`src/hw/eim_pkg.sv`:
```
/*
 * eim_pkg: constants and carrier types for the receive-side event mask
 * block of the e1 framer.
 * assumes: the register port request is brought onto the system clock
 * before it reaches this block, which decodes page and address itself.
 */
package eim_pkg;

	// register port geometry
	localparam int unsigned ADDR_W = 5;
	localparam int unsigned PAGE_W = 3;
	localparam int unsigned DATA_W = 8;
	localparam int unsigned NUM_MASK_WORDS = 3;

	// page and offsets of the registers held here
	localparam logic [PAGE_W-1:0] MASK_PAGE = 3'h1;
	localparam logic [ADDR_W-1:0] CTRL_OFFSET = 5'h19;
	localparam logic [ADDR_W-1:0] SYNC_ALARM_EVENT_MASK_OFFSET = 5'h1b;
	localparam logic [ADDR_W-1:0] ERROR_EVENT_MASK_OFFSET = 5'h1c;
	localparam logic [ADDR_W-1:0] COUNTER_OVERFLOW_MASK_OFFSET = 5'h1d;
	localparam logic [ADDR_W-1:0] IRQ_STATUS_OFFSET = 5'h0f;

	// control word fields
	localparam int unsigned SUSPEND_BIT = 6;
	localparam int unsigned ACK_BIT = 5;

	// status word fields
	localparam int unsigned STAT_PENDING_BIT = 0;
	localparam int unsigned STAT_SUSPEND_BIT = 1;

	// fixed-position bits in the mask words
	localparam int unsigned SA_CHANGE_BIT = 0;
	localparam int unsigned UNUSED_W2_BIT = 5;

	// reset values: everything masked, interrupts running
	localparam logic [DATA_W-1:0] MASK_RESET = 8'h00;
	localparam logic [DATA_W-1:0] DATA_ZERO = 8'h00;
	localparam logic [DATA_W-1:0] W2_USED = 8'hdf;

	// one event word per mask word, bit for bit
	typedef struct packed {
		logic [DATA_W-1:0] counter_wrap;
		logic [DATA_W-1:0] error;
		logic [DATA_W-1:0] sync_alarm;
	} eim_events_t;

	// host register port request
	typedef struct packed {
		logic              cs;
		logic              wr;
		logic              rd;
		logic [PAGE_W-1:0] page;
		logic [ADDR_W-1:0] addr;
		logic [DATA_W-1:0] wdata;
	} eim_reg_req_t;

	// whole state of the block
	typedef struct packed {
		logic [NUM_MASK_WORDS-1:0][DATA_W-1:0] mask;
		logic                                  suspend;
		logic                                  ack;
		logic                                  pending;
		logic                                  irq_n;
		logic                                  irq_oe_n;
		logic [DATA_W-1:0]                     rdata;
	} eim_state_t;

endpackage : eim_pkg

```
`src/hw/eim_mask_logic.sv`:
```
/*
 * eim_mask_logic: interrupt mask words for the receive side of the e1
 * framer, the shared interrupt request and its acknowledge/suspend bits.
 * assumes: event inputs are one-cycle pulses from detectors on i_clk_sys;
 * the register port request is already on i_clk_sys and strobes last one
 * cycle; the pin buffer resolves irq from o_irq_n and o_irq_oe_n.
 */
// Functional notes
// - mask word 0 bit 7 lets frame sync loss changes raise interrupt
// - mask word 0 bit 6 lets multiframe sync changes raise interrupt
// - mask word 0 bit 5 lets crc-4 multiframe sync changes interrupt
// - mask word 0 bit 4 lets received alarm indication changes interrupt
// - mask word 0 bit 3 lets loss of signal changes interrupt
// - mask word 0 bit 2 lets two errored alignment words interrupt
// - mask word 0 bit 1 lets remote multiframe alarm changes interrupt
// - mask word 0 bit 0 lets controlled frame slips interrupt
// - mask word 1 bit 7 lets alignment word errors interrupt
// - mask word 1 bit 6 lets local crc-4 errors interrupt
// - mask word 1 bit 5 lets remote crc error reports interrupt
// - mask word 1 bit 4 lets slot 16 alarm indication interrupt
// - mask word 1 bit 3 lets line code violations interrupt
// - mask word 1 bit 2 lets single test pattern errors interrupt
// - mask word 1 bit 1 lets aux pattern status rising interrupt
// - mask word 1 bit 0 lets remote alarm indication interrupt
// - mask word 2 bit 7 alignment error counter overflow; bit 5 unused
// - mask word 2 bits 6 and 4 crc and e-bit counter overflows
// - mask word 2 bit 3 line code counter wrap interrupts
// - mask word 2 bit 2 test pattern counter wrap interrupts
// - mask word 2 bit 1 test multiframe counter overflow interrupts
// - mask word 2 bit 0 spare bit or nibble change, per select
// - an acknowledge bit toggle clears pending unless an unmasked event lands with it, request returns high
// - suspend floats request output and ignores all events

`timescale 1ns/1ps
`default_nettype none

module eim_mask_logic (
	// clock and reset
	input  wire logic                     i_clk_sys,
	input  wire logic                     i_srst,
	// register port
	input  wire eim_pkg::eim_reg_req_t    i_reg_req,
	output var  logic [eim_pkg::DATA_W-1:0] o_reg_rdata,
	// event pulses from the detectors
	input  wire eim_pkg::eim_events_t     i_events,
	input  wire logic                     i_sa_nibble_change,
	input  wire logic                     i_spare_bit_or_nibble_select,
	// interrupt request pin, active low, three-state
	output var  logic                     o_irq_n,
	output var  logic                     o_irq_oe_n
);

	eim_pkg::eim_state_t st_q;
	eim_pkg::eim_state_t st_d;

	logic [eim_pkg::DATA_W-1:0] ev_word [eim_pkg::NUM_MASK_WORDS];
	logic [eim_pkg::NUM_MASK_WORDS-1:0] word_hit;
	logic [eim_pkg::NUM_MASK_WORDS-1:0] mask_wr;
	logic                               ctrl_wr;
	logic                               ack_toggle;
	logic                               any_hit;

	// address decode shared by the write and read paths
	function automatic logic reg_sel(
		input eim_pkg::eim_reg_req_t req,
		input logic [eim_pkg::ADDR_W-1:0] off
	);
		reg_sel = req.cs && (req.page == eim_pkg::MASK_PAGE)
			&& (req.addr == off);
	endfunction : reg_sel

	function automatic logic [eim_pkg::ADDR_W-1:0] mask_offset(
		input int unsigned idx
	);
		case (idx)
			0: mask_offset = eim_pkg::SYNC_ALARM_EVENT_MASK_OFFSET;
			1: mask_offset = eim_pkg::ERROR_EVENT_MASK_OFFSET;
			default: mask_offset = eim_pkg::COUNTER_OVERFLOW_MASK_OFFSET;
		endcase
	endfunction : mask_offset

	// spare bit select
	// the select picks which change detector feeds the spare bit position
	always_comb begin
		ev_word[0] = i_events.sync_alarm;
		ev_word[1] = i_events.error;
		ev_word[2] = i_events.counter_wrap & eim_pkg::W2_USED;
		ev_word[2][eim_pkg::SA_CHANGE_BIT] = i_spare_bit_or_nibble_select
			? i_events.counter_wrap[eim_pkg::SA_CHANGE_BIT]
			: i_sa_nibble_change;
	end

	// per-word gating
	// masks gate only the request; detectors and counters never see them
	genvar gw;
	generate
		for (gw = 0; gw < eim_pkg::NUM_MASK_WORDS; gw++) begin : g_word
			assign word_hit[gw] = |(ev_word[gw] & st_q.mask[gw]);
			assign mask_wr[gw] = i_reg_req.wr
				&& reg_sel(i_reg_req, mask_offset(gw));
		end
	endgenerate

	assign ctrl_wr = i_reg_req.wr && reg_sel(i_reg_req, eim_pkg::CTRL_OFFSET);
	assign any_hit = |word_hit;

	// acknowledge on either edge
	// a write that leaves the bit unchanged is not an acknowledge
	assign ack_toggle = ctrl_wr
		&& (i_reg_req.wdata[eim_pkg::ACK_BIT] != st_q.ack);

	always_comb begin
		st_d = st_q;
		for (int w = 0; w < int'(eim_pkg::NUM_MASK_WORDS); w++) begin
			if (mask_wr[w]) begin
				st_d.mask[w] = i_reg_req.wdata;
			end
		end
		st_d.mask[2][eim_pkg::UNUSED_W2_BIT] = 1'b0;
		if (ctrl_wr) begin
			st_d.suspend = i_reg_req.wdata[eim_pkg::SUSPEND_BIT];
			st_d.ack = i_reg_req.wdata[eim_pkg::ACK_BIT];
		end
		// set wins over acknowledge
		// an event landing with the acknowledge is kept, never lost
		if (any_hit && !st_q.suspend) begin
			st_d.pending = 1'b1;
		end else if (ack_toggle) begin
			st_d.pending = 1'b0;
		end
		st_d.irq_n = !st_d.pending;
		st_d.irq_oe_n = st_d.suspend;
		st_d.rdata = eim_pkg::DATA_ZERO;
		if (i_reg_req.rd) begin
			for (int w = 0; w < int'(eim_pkg::NUM_MASK_WORDS); w++) begin
				if (reg_sel(i_reg_req, mask_offset(w))) begin
					st_d.rdata = st_q.mask[w];
				end
			end
			if (reg_sel(i_reg_req, eim_pkg::CTRL_OFFSET)) begin
				st_d.rdata[eim_pkg::SUSPEND_BIT] = st_q.suspend;
				st_d.rdata[eim_pkg::ACK_BIT] = st_q.ack;
			end
			if (reg_sel(i_reg_req, eim_pkg::IRQ_STATUS_OFFSET)) begin
				st_d.rdata[eim_pkg::STAT_PENDING_BIT] = st_q.pending;
				st_d.rdata[eim_pkg::STAT_SUSPEND_BIT] = st_q.suspend;
			end
		end
	end

	always_ff @(posedge i_clk_sys) begin
		if (i_srst) begin
			for (int w = 0; w < int'(eim_pkg::NUM_MASK_WORDS); w++) begin
				st_q.mask[w] <= eim_pkg::MASK_RESET;
			end
			st_q.suspend <= 1'b0;
			st_q.ack <= 1'b0;
			st_q.pending <= 1'b0;
			st_q.irq_n <= 1'b1;
			st_q.irq_oe_n <= 1'b0;
			st_q.rdata <= eim_pkg::DATA_ZERO;
		end else begin
			st_q <= st_d;
		end
	end

	assign o_reg_rdata = st_q.rdata;
	assign o_irq_n = st_q.irq_n;
	assign o_irq_oe_n = st_q.irq_oe_n;
endmodule : eim_mask_logic

`default_nettype wire

```
`config.mk`:
```
export PLATFORM = sky130hd
export DESIGN_NAME = eim_mask_logic
export DESIGN_NICKNAME = d
export VERILOG_FILES = /design/src/hw/eim_pkg.sv /design/src/hw/eim_mask_logic.sv
export SDC_FILE = /design/constraint.sdc
export NUM_CORES = 1
export LEC_CHECK = 0
export ABC_AREA = 1
export ABC_CLOCK_PERIOD_IN_PS = 1880
export BUFFER_PORTS_ARGS = -buffer_cell sky130_fd_sc_hd__buf_2
export CAP_MARGIN = 40
export CORE_ASPECT_RATIO = 2
export CORE_MARGIN = 10
export CORE_UTILIZATION = 49
export CTS_CLUSTER_DIAMETER = 50
export CTS_CLUSTER_SIZE = 16
export DETAILED_ROUTE_END_ITERATION = 10
export HOLD_SLACK_MARGIN = 0.08
export PLACE_DENSITY = 0.9
export SYNTH_ARGS = -nofsm -noshare
export SYNTH_HDL_FRONTEND = slang
export SYNTH_SLANG_ARGS = --single-unit
```
`constraint.sdc`:
```
create_clock -name i_clk_sys -period 1.88 [get_ports i_clk_sys]
set_input_delay 0.282 -clock i_clk_sys [delete_from_list [all_inputs] [get_ports i_clk_sys]]
set_output_delay 0.282 -clock i_clk_sys [all_outputs]
set_load 0.01 [all_outputs]
```
Word-level counts from Yosys, hierarchy flattened
Index checks and enable logic that the tools add are counted.
{ "totals": {"in_bits": 47, "ff_bits": 36, "mem_bits_rw": 0, "mem_count": 0, "latch_bits": 0, "romBits": 0} }
{ "op_classes": {"shift": 0, "n_mul": 0, "order_cmp": 0, "n_eq_ne": 10, "n_div": 0, "addsub": 0, "n_reduce_logical": 19, "bitwise": 4, "muxes": 12} }
{ "op_table": {"columns": ["op", "count"], "rows": [
  ["$and 8x8->8", 3],
  ["$mux 8", 3],
  ["$reduce_or 24->1", 1],
  ["$eq 5x5->1 const B", 4],
  ["$eq 5x5->1", 3],
  ["$logic_and 1x1->1", 15],
  ["$mux 5", 3],
  ["$mux 2", 3],
  ["$eq 5x4->1 const B", 1],
  ["$eq 3x1->1 const B", 1],
  ["$mux 1", 3],
  ["$logic_not 1->1", 2],
  ["$reduce_or 2->1", 1],
  ["$ne 1x1->1", 1],
  ["$not 1->1", 1]
]} }

Longest topological paths before layout
{ "logic_depth": {"word_depth": 8, "depth_mapped": 9, "depth_no_buf": 9} }

Worst setup path before layout
Ideal clock, no wire load.
{ "synth_path": {"path_type": "in2reg", "start": "input i_reg_req[18] in the netlist's numbering", "end": "register st_q[29] in the netlist's numbering", "path_slack_ps": 629, "cell_stages": 7, "required_ps": 1764, "arrival_ps": 1135, "path_buffers": 0, "setup_ps": 116, "cell_sequence": "nand2_1 nor3_4 nand3_2 nor2_4 inv_2 nor2_1 nor2_1"} }
{ "synth_via": {"elab_chain_len": 3} }
{ "synth_rtl": {"columns": ["item", "line", "rtl"], "rows": [
  ["start: declaration", "eim_mask_logic.sv:42", "input wire eim_pkg::eim_reg_req_t i_reg_req,"],
  ["$logic_and 1x1->1", "eim_mask_logic.sv:68", "reg_sel = req.cs && (req.page == eim_pkg::MASK_PAGE)"],
  ["$logic_and 1x1->1", "eim_mask_logic.sv:69", "&& (req.addr == off);"],
  ["$logic_and 1x1->1", "eim_mask_logic.sv:100", "&& reg_sel(i_reg_req, mask_offset(gw));"],
  ["end signal: assignment", "eim_mask_logic.sv:163", "st_q <= st_d;"],
  ["end: declaration", "eim_mask_logic.sv:53", "eim_pkg::eim_state_t st_q;"]
]} }
No other way between the ends.
A chain may end at the register's enable or synchronous reset.

Worst setup path after layout
{ "layout_path": {"start": "input i_reg_req[11] in the netlist's numbering", "end": "register st_q[24] in the netlist's numbering"} }
{ "layout_via": {"elab_chain_len": 3} }
{ "layout_rtl": {"columns": ["item", "line"], "rows": [
  ["$eq 5x5->1", "eim_mask_logic.sv:69"],
  ["$logic_and 1x1->1", "eim_mask_logic.sv:69"],
  ["$logic_and 1x1->1", "eim_mask_logic.sv:100"]
]} }
No other way between the ends.

==> impl_metrics.ini <==
[synth]
dominantRegCellSynth = dfxtp_1
synth.largest_area_cell = dfxtp_1
synth.area.top_cells = dfxtp_1, nand2_1, nor2_1, o21ai_0, a21oi_1
syn_area_um2 = 1750
synthDistinctLibCells = 22
async_flop_share_pct = 0
postSynthCellCount = 264
synth_top_area_share_pct = 40.1
synth_edf_count = 0
synth_area_per_cell_um2 = 6.63
ys_ff_latch = 35
ys_warn_count = 0
syn_nets = 311
yosysSeqAreaShare_pct = 40.1

[worst_setup_path]
worstPathRequired_ns = 2.07
path_cells = buf_2, nand2_1, nor2_2, nand3_2, inv_2, nand2_1, nand2_1, a21oi_1
slowest_delay_ns = 0.27
cp_max_fo = 8
cpMaxStageDelayCell = nor2_2
end_kind = register
crit_top_cell = nand2_1
cp.arrival_ns = 1.44
start_kind = input pin
critPathKind = in2reg

[global_routing]
gr-total-overflow = 0
grt.total_usage_pct = 16.3
grt_pass1_vias = 1945
grt_pass1_wl_mm = 8.63
antenna_found_initial = 0
grt_max_degree = 19

[timing]
period_share_pct = 66.9
clock-skew-final_ns = 0.0112
hold_viol = 0
slew_violations = 0
tns_ns = 0
tightest_slew_ns = 0.462
period_needed_ns = 1.26
clock.fmax_mhz = 796
finalSetupViolCount = 0
slew_headroom_pct = 69.2
rsz0062_at_grt = false
setup_ws_ns = 0.623

[power_and_ir_drop]
seq_power_share_pct = 48.4
p_sw_w = 0.000354
p_per_area_nw_per_um2 = 718
swShare_pct = 23.1
p_comb_share_pct = 6.8
p_leak_nw = 1.07
p_int_w = 0.00118
clock_power_share_pct = 44.8
peakVddDrop_mv = 0.786

[finish]
nets = 364
drive_above_1_share_pct = 23.6
design_area_um2 = 2140
num_antenna_cells = 0
syn_to_final_growth_pct = 22.1

[detailed_routing]
avgRoutedWirePerCell_um = 14.3
vias = 1917
first_pass_iters = 4
drt_wl_total_mm = 5.24
drt_iter0_markers = 135
viasPerCell = 5.24
drcViolationCount = 0
ant_nets = 0

[floorplanning]
io_pins = 57
start_util_pct = 51.2
die_area_um2 = 6500
core_um2 = 3420
die_h_um = 104
die_x_um = 62.2
row_count = 30

[clock_tree]
postCtsSetupBuffers = 0
ctsHoldBuffers = 0
cts_tree = built
root_buffer = clkbuf_8
htreeDepth = 2
ctsResizeCount = 0
cts_buffer_depth = 2
clk_latency_ns = 0.30
cts.sinks = 35
cts_made_buffers = 5
clk_pin_slew_ns = 0.07

[flow_run]
maxCapViolCount = 0

[placement]
dp_slack_ns = 0.320
place_area_um2 = 2020
port_buffers = 55
hpwl_mm = 4.14
gp_congestion = 0.948

[status]
status = finished clean

[hold_path]
hold_class = in2reg
## power groups by stage
stage | Clock, W | Sequential [W] | Combinational (W)
after global routing | 0.000716 | 0.000743 | 0.000116
final | 0.000687 | 0.000743 | 0.000105
after CTS | 0.000690 | 0.000743 | 0.000103
after detailed placement | 0 | 0.000760 | 0.000103
after floorplan | 0 | 0.000760 | 0.0000365
after global placement | 0 | 0.000760 | 0.000101
## worst max-delay path: cells and delay by family
kind	cells	cell delay, ns
simple gates	5	0.88
compound gates	1	0.07
buf+inv	2	0.22
## registers in the layout (all words and copies together), names as in the netlist
name,count
o_irq_n,1
o_irq_oe_n,1
st_q,25
o_reg_rdata,8
## cell usage in the layout (no fill, tap or decap)
| cell type | instances |
|---|---|
| nand3b_1 | 1 |
| nor2_1 | 46 |
| nand2_1 | 78 |
| clkinv_4 | 1 |
| xor2_1 | 1 |
| nor2_4 | 2 |
| inv_2 | 2 |
| clkinv_2 | 1 |
| buf_4 | 3 |
| buf_2 | 55 |
| a21oi_1 | 15 |
| inv_1 | 19 |
| nand3_1 | 15 |
| clkbuf_8 | 5 |
| nand4_1 | 2 |
| dfxtp_1 | 35 |
| nor3_1 | 2 |
| nor2_2 | 2 |
| o21ai_0 | 25 |
| nand3_2 | 2 |
| bufinv_16 | 1 |
| nor3_4 | 1 |
| o2111ai_1 | 4 |
## final timing paths
| check | startpoint | end | slack (ns) | cells past startpoint |
|---|---|---|---|---|
| max | i_reg_req[11] | st_q[24] | 0.62 | 8 |
| min | i_reg_req[3] | st_q[32] | 0.25 | 3 |
| max reg2reg | st_q[30] | st_q[10] | 0.73 | 8 |
| min reg2reg | st_q[26] | st_q[26] | 0.49 | 2 |
## cells by family after synthesis
family,Yosys count,share of synthesized area [%]
AOI/OAI and AO/OA,44,13.4
buffers and inverters,33,9.30
xor gates and xnor gates,1,0.501
and+or+nand+nor,151,36.7
DFF,35,40.1
## cell type report
class,count,area [um^2]
Clock inverter,3,43.8
Timing Repair Buffer,58,298
Multi-Input combinational cell,196,886
Inverter,21,78.8
Fill cell,317,1280
Clock buffer,5,68.8
Sequential cell,35,701
Tap cell,48,60.1
## per-stage QoR
| step | cells | utilization [%] | hold slack (ns) | power, W |
|---|---|---|---|---|
| CTS | 366 | 62.5 | 0.244 | 0.00154 |
| floorplan | 264 | - | 0.417 | 0.000796 |
| finish | 366 | 62.5 | 0.245 | 0.00153 |
| global placement | 358 | 59.2 | 0.459 | 0.000861 |
| global route | 366 | 62.5 | 0.257 | 0.00157 |
| detailed placement | 358 | 59.2 | 0.479 | 0.000863 |
## routing by layer
layer / wire length, um / global-route usage, % / vias to the layer above
met5: 0 / 0 / -
met4: 316 / 13.5 / 0
met3: 381 / 4.31 / 25
met2: 2720 / 28.2 / 96
met1: 1830 / 15.4 / 850
li1: - / - / 946
## Yosys cell counts, types with 2 or more instances
| library cell | count |
|---|---|
| nand2_1 | 78 |
| nor2_1 | 46 |
| dfxtp_1 | 35 |
| o21ai_0 | 25 |
| inv_1 | 19 |
| a21oi_1 | 15 |
| nand3_1 | 15 |
| buf_4 | 8 |
| o2111ai_1 | 4 |
| inv_2 | 2 |
| nand3_2 | 2 |
| nand4_1 | 2 |
| nor2_2 | 2 |
| nor2_4 | 2 |
| nor3_1 | 2 |
(Power assumes the default switching activity.)
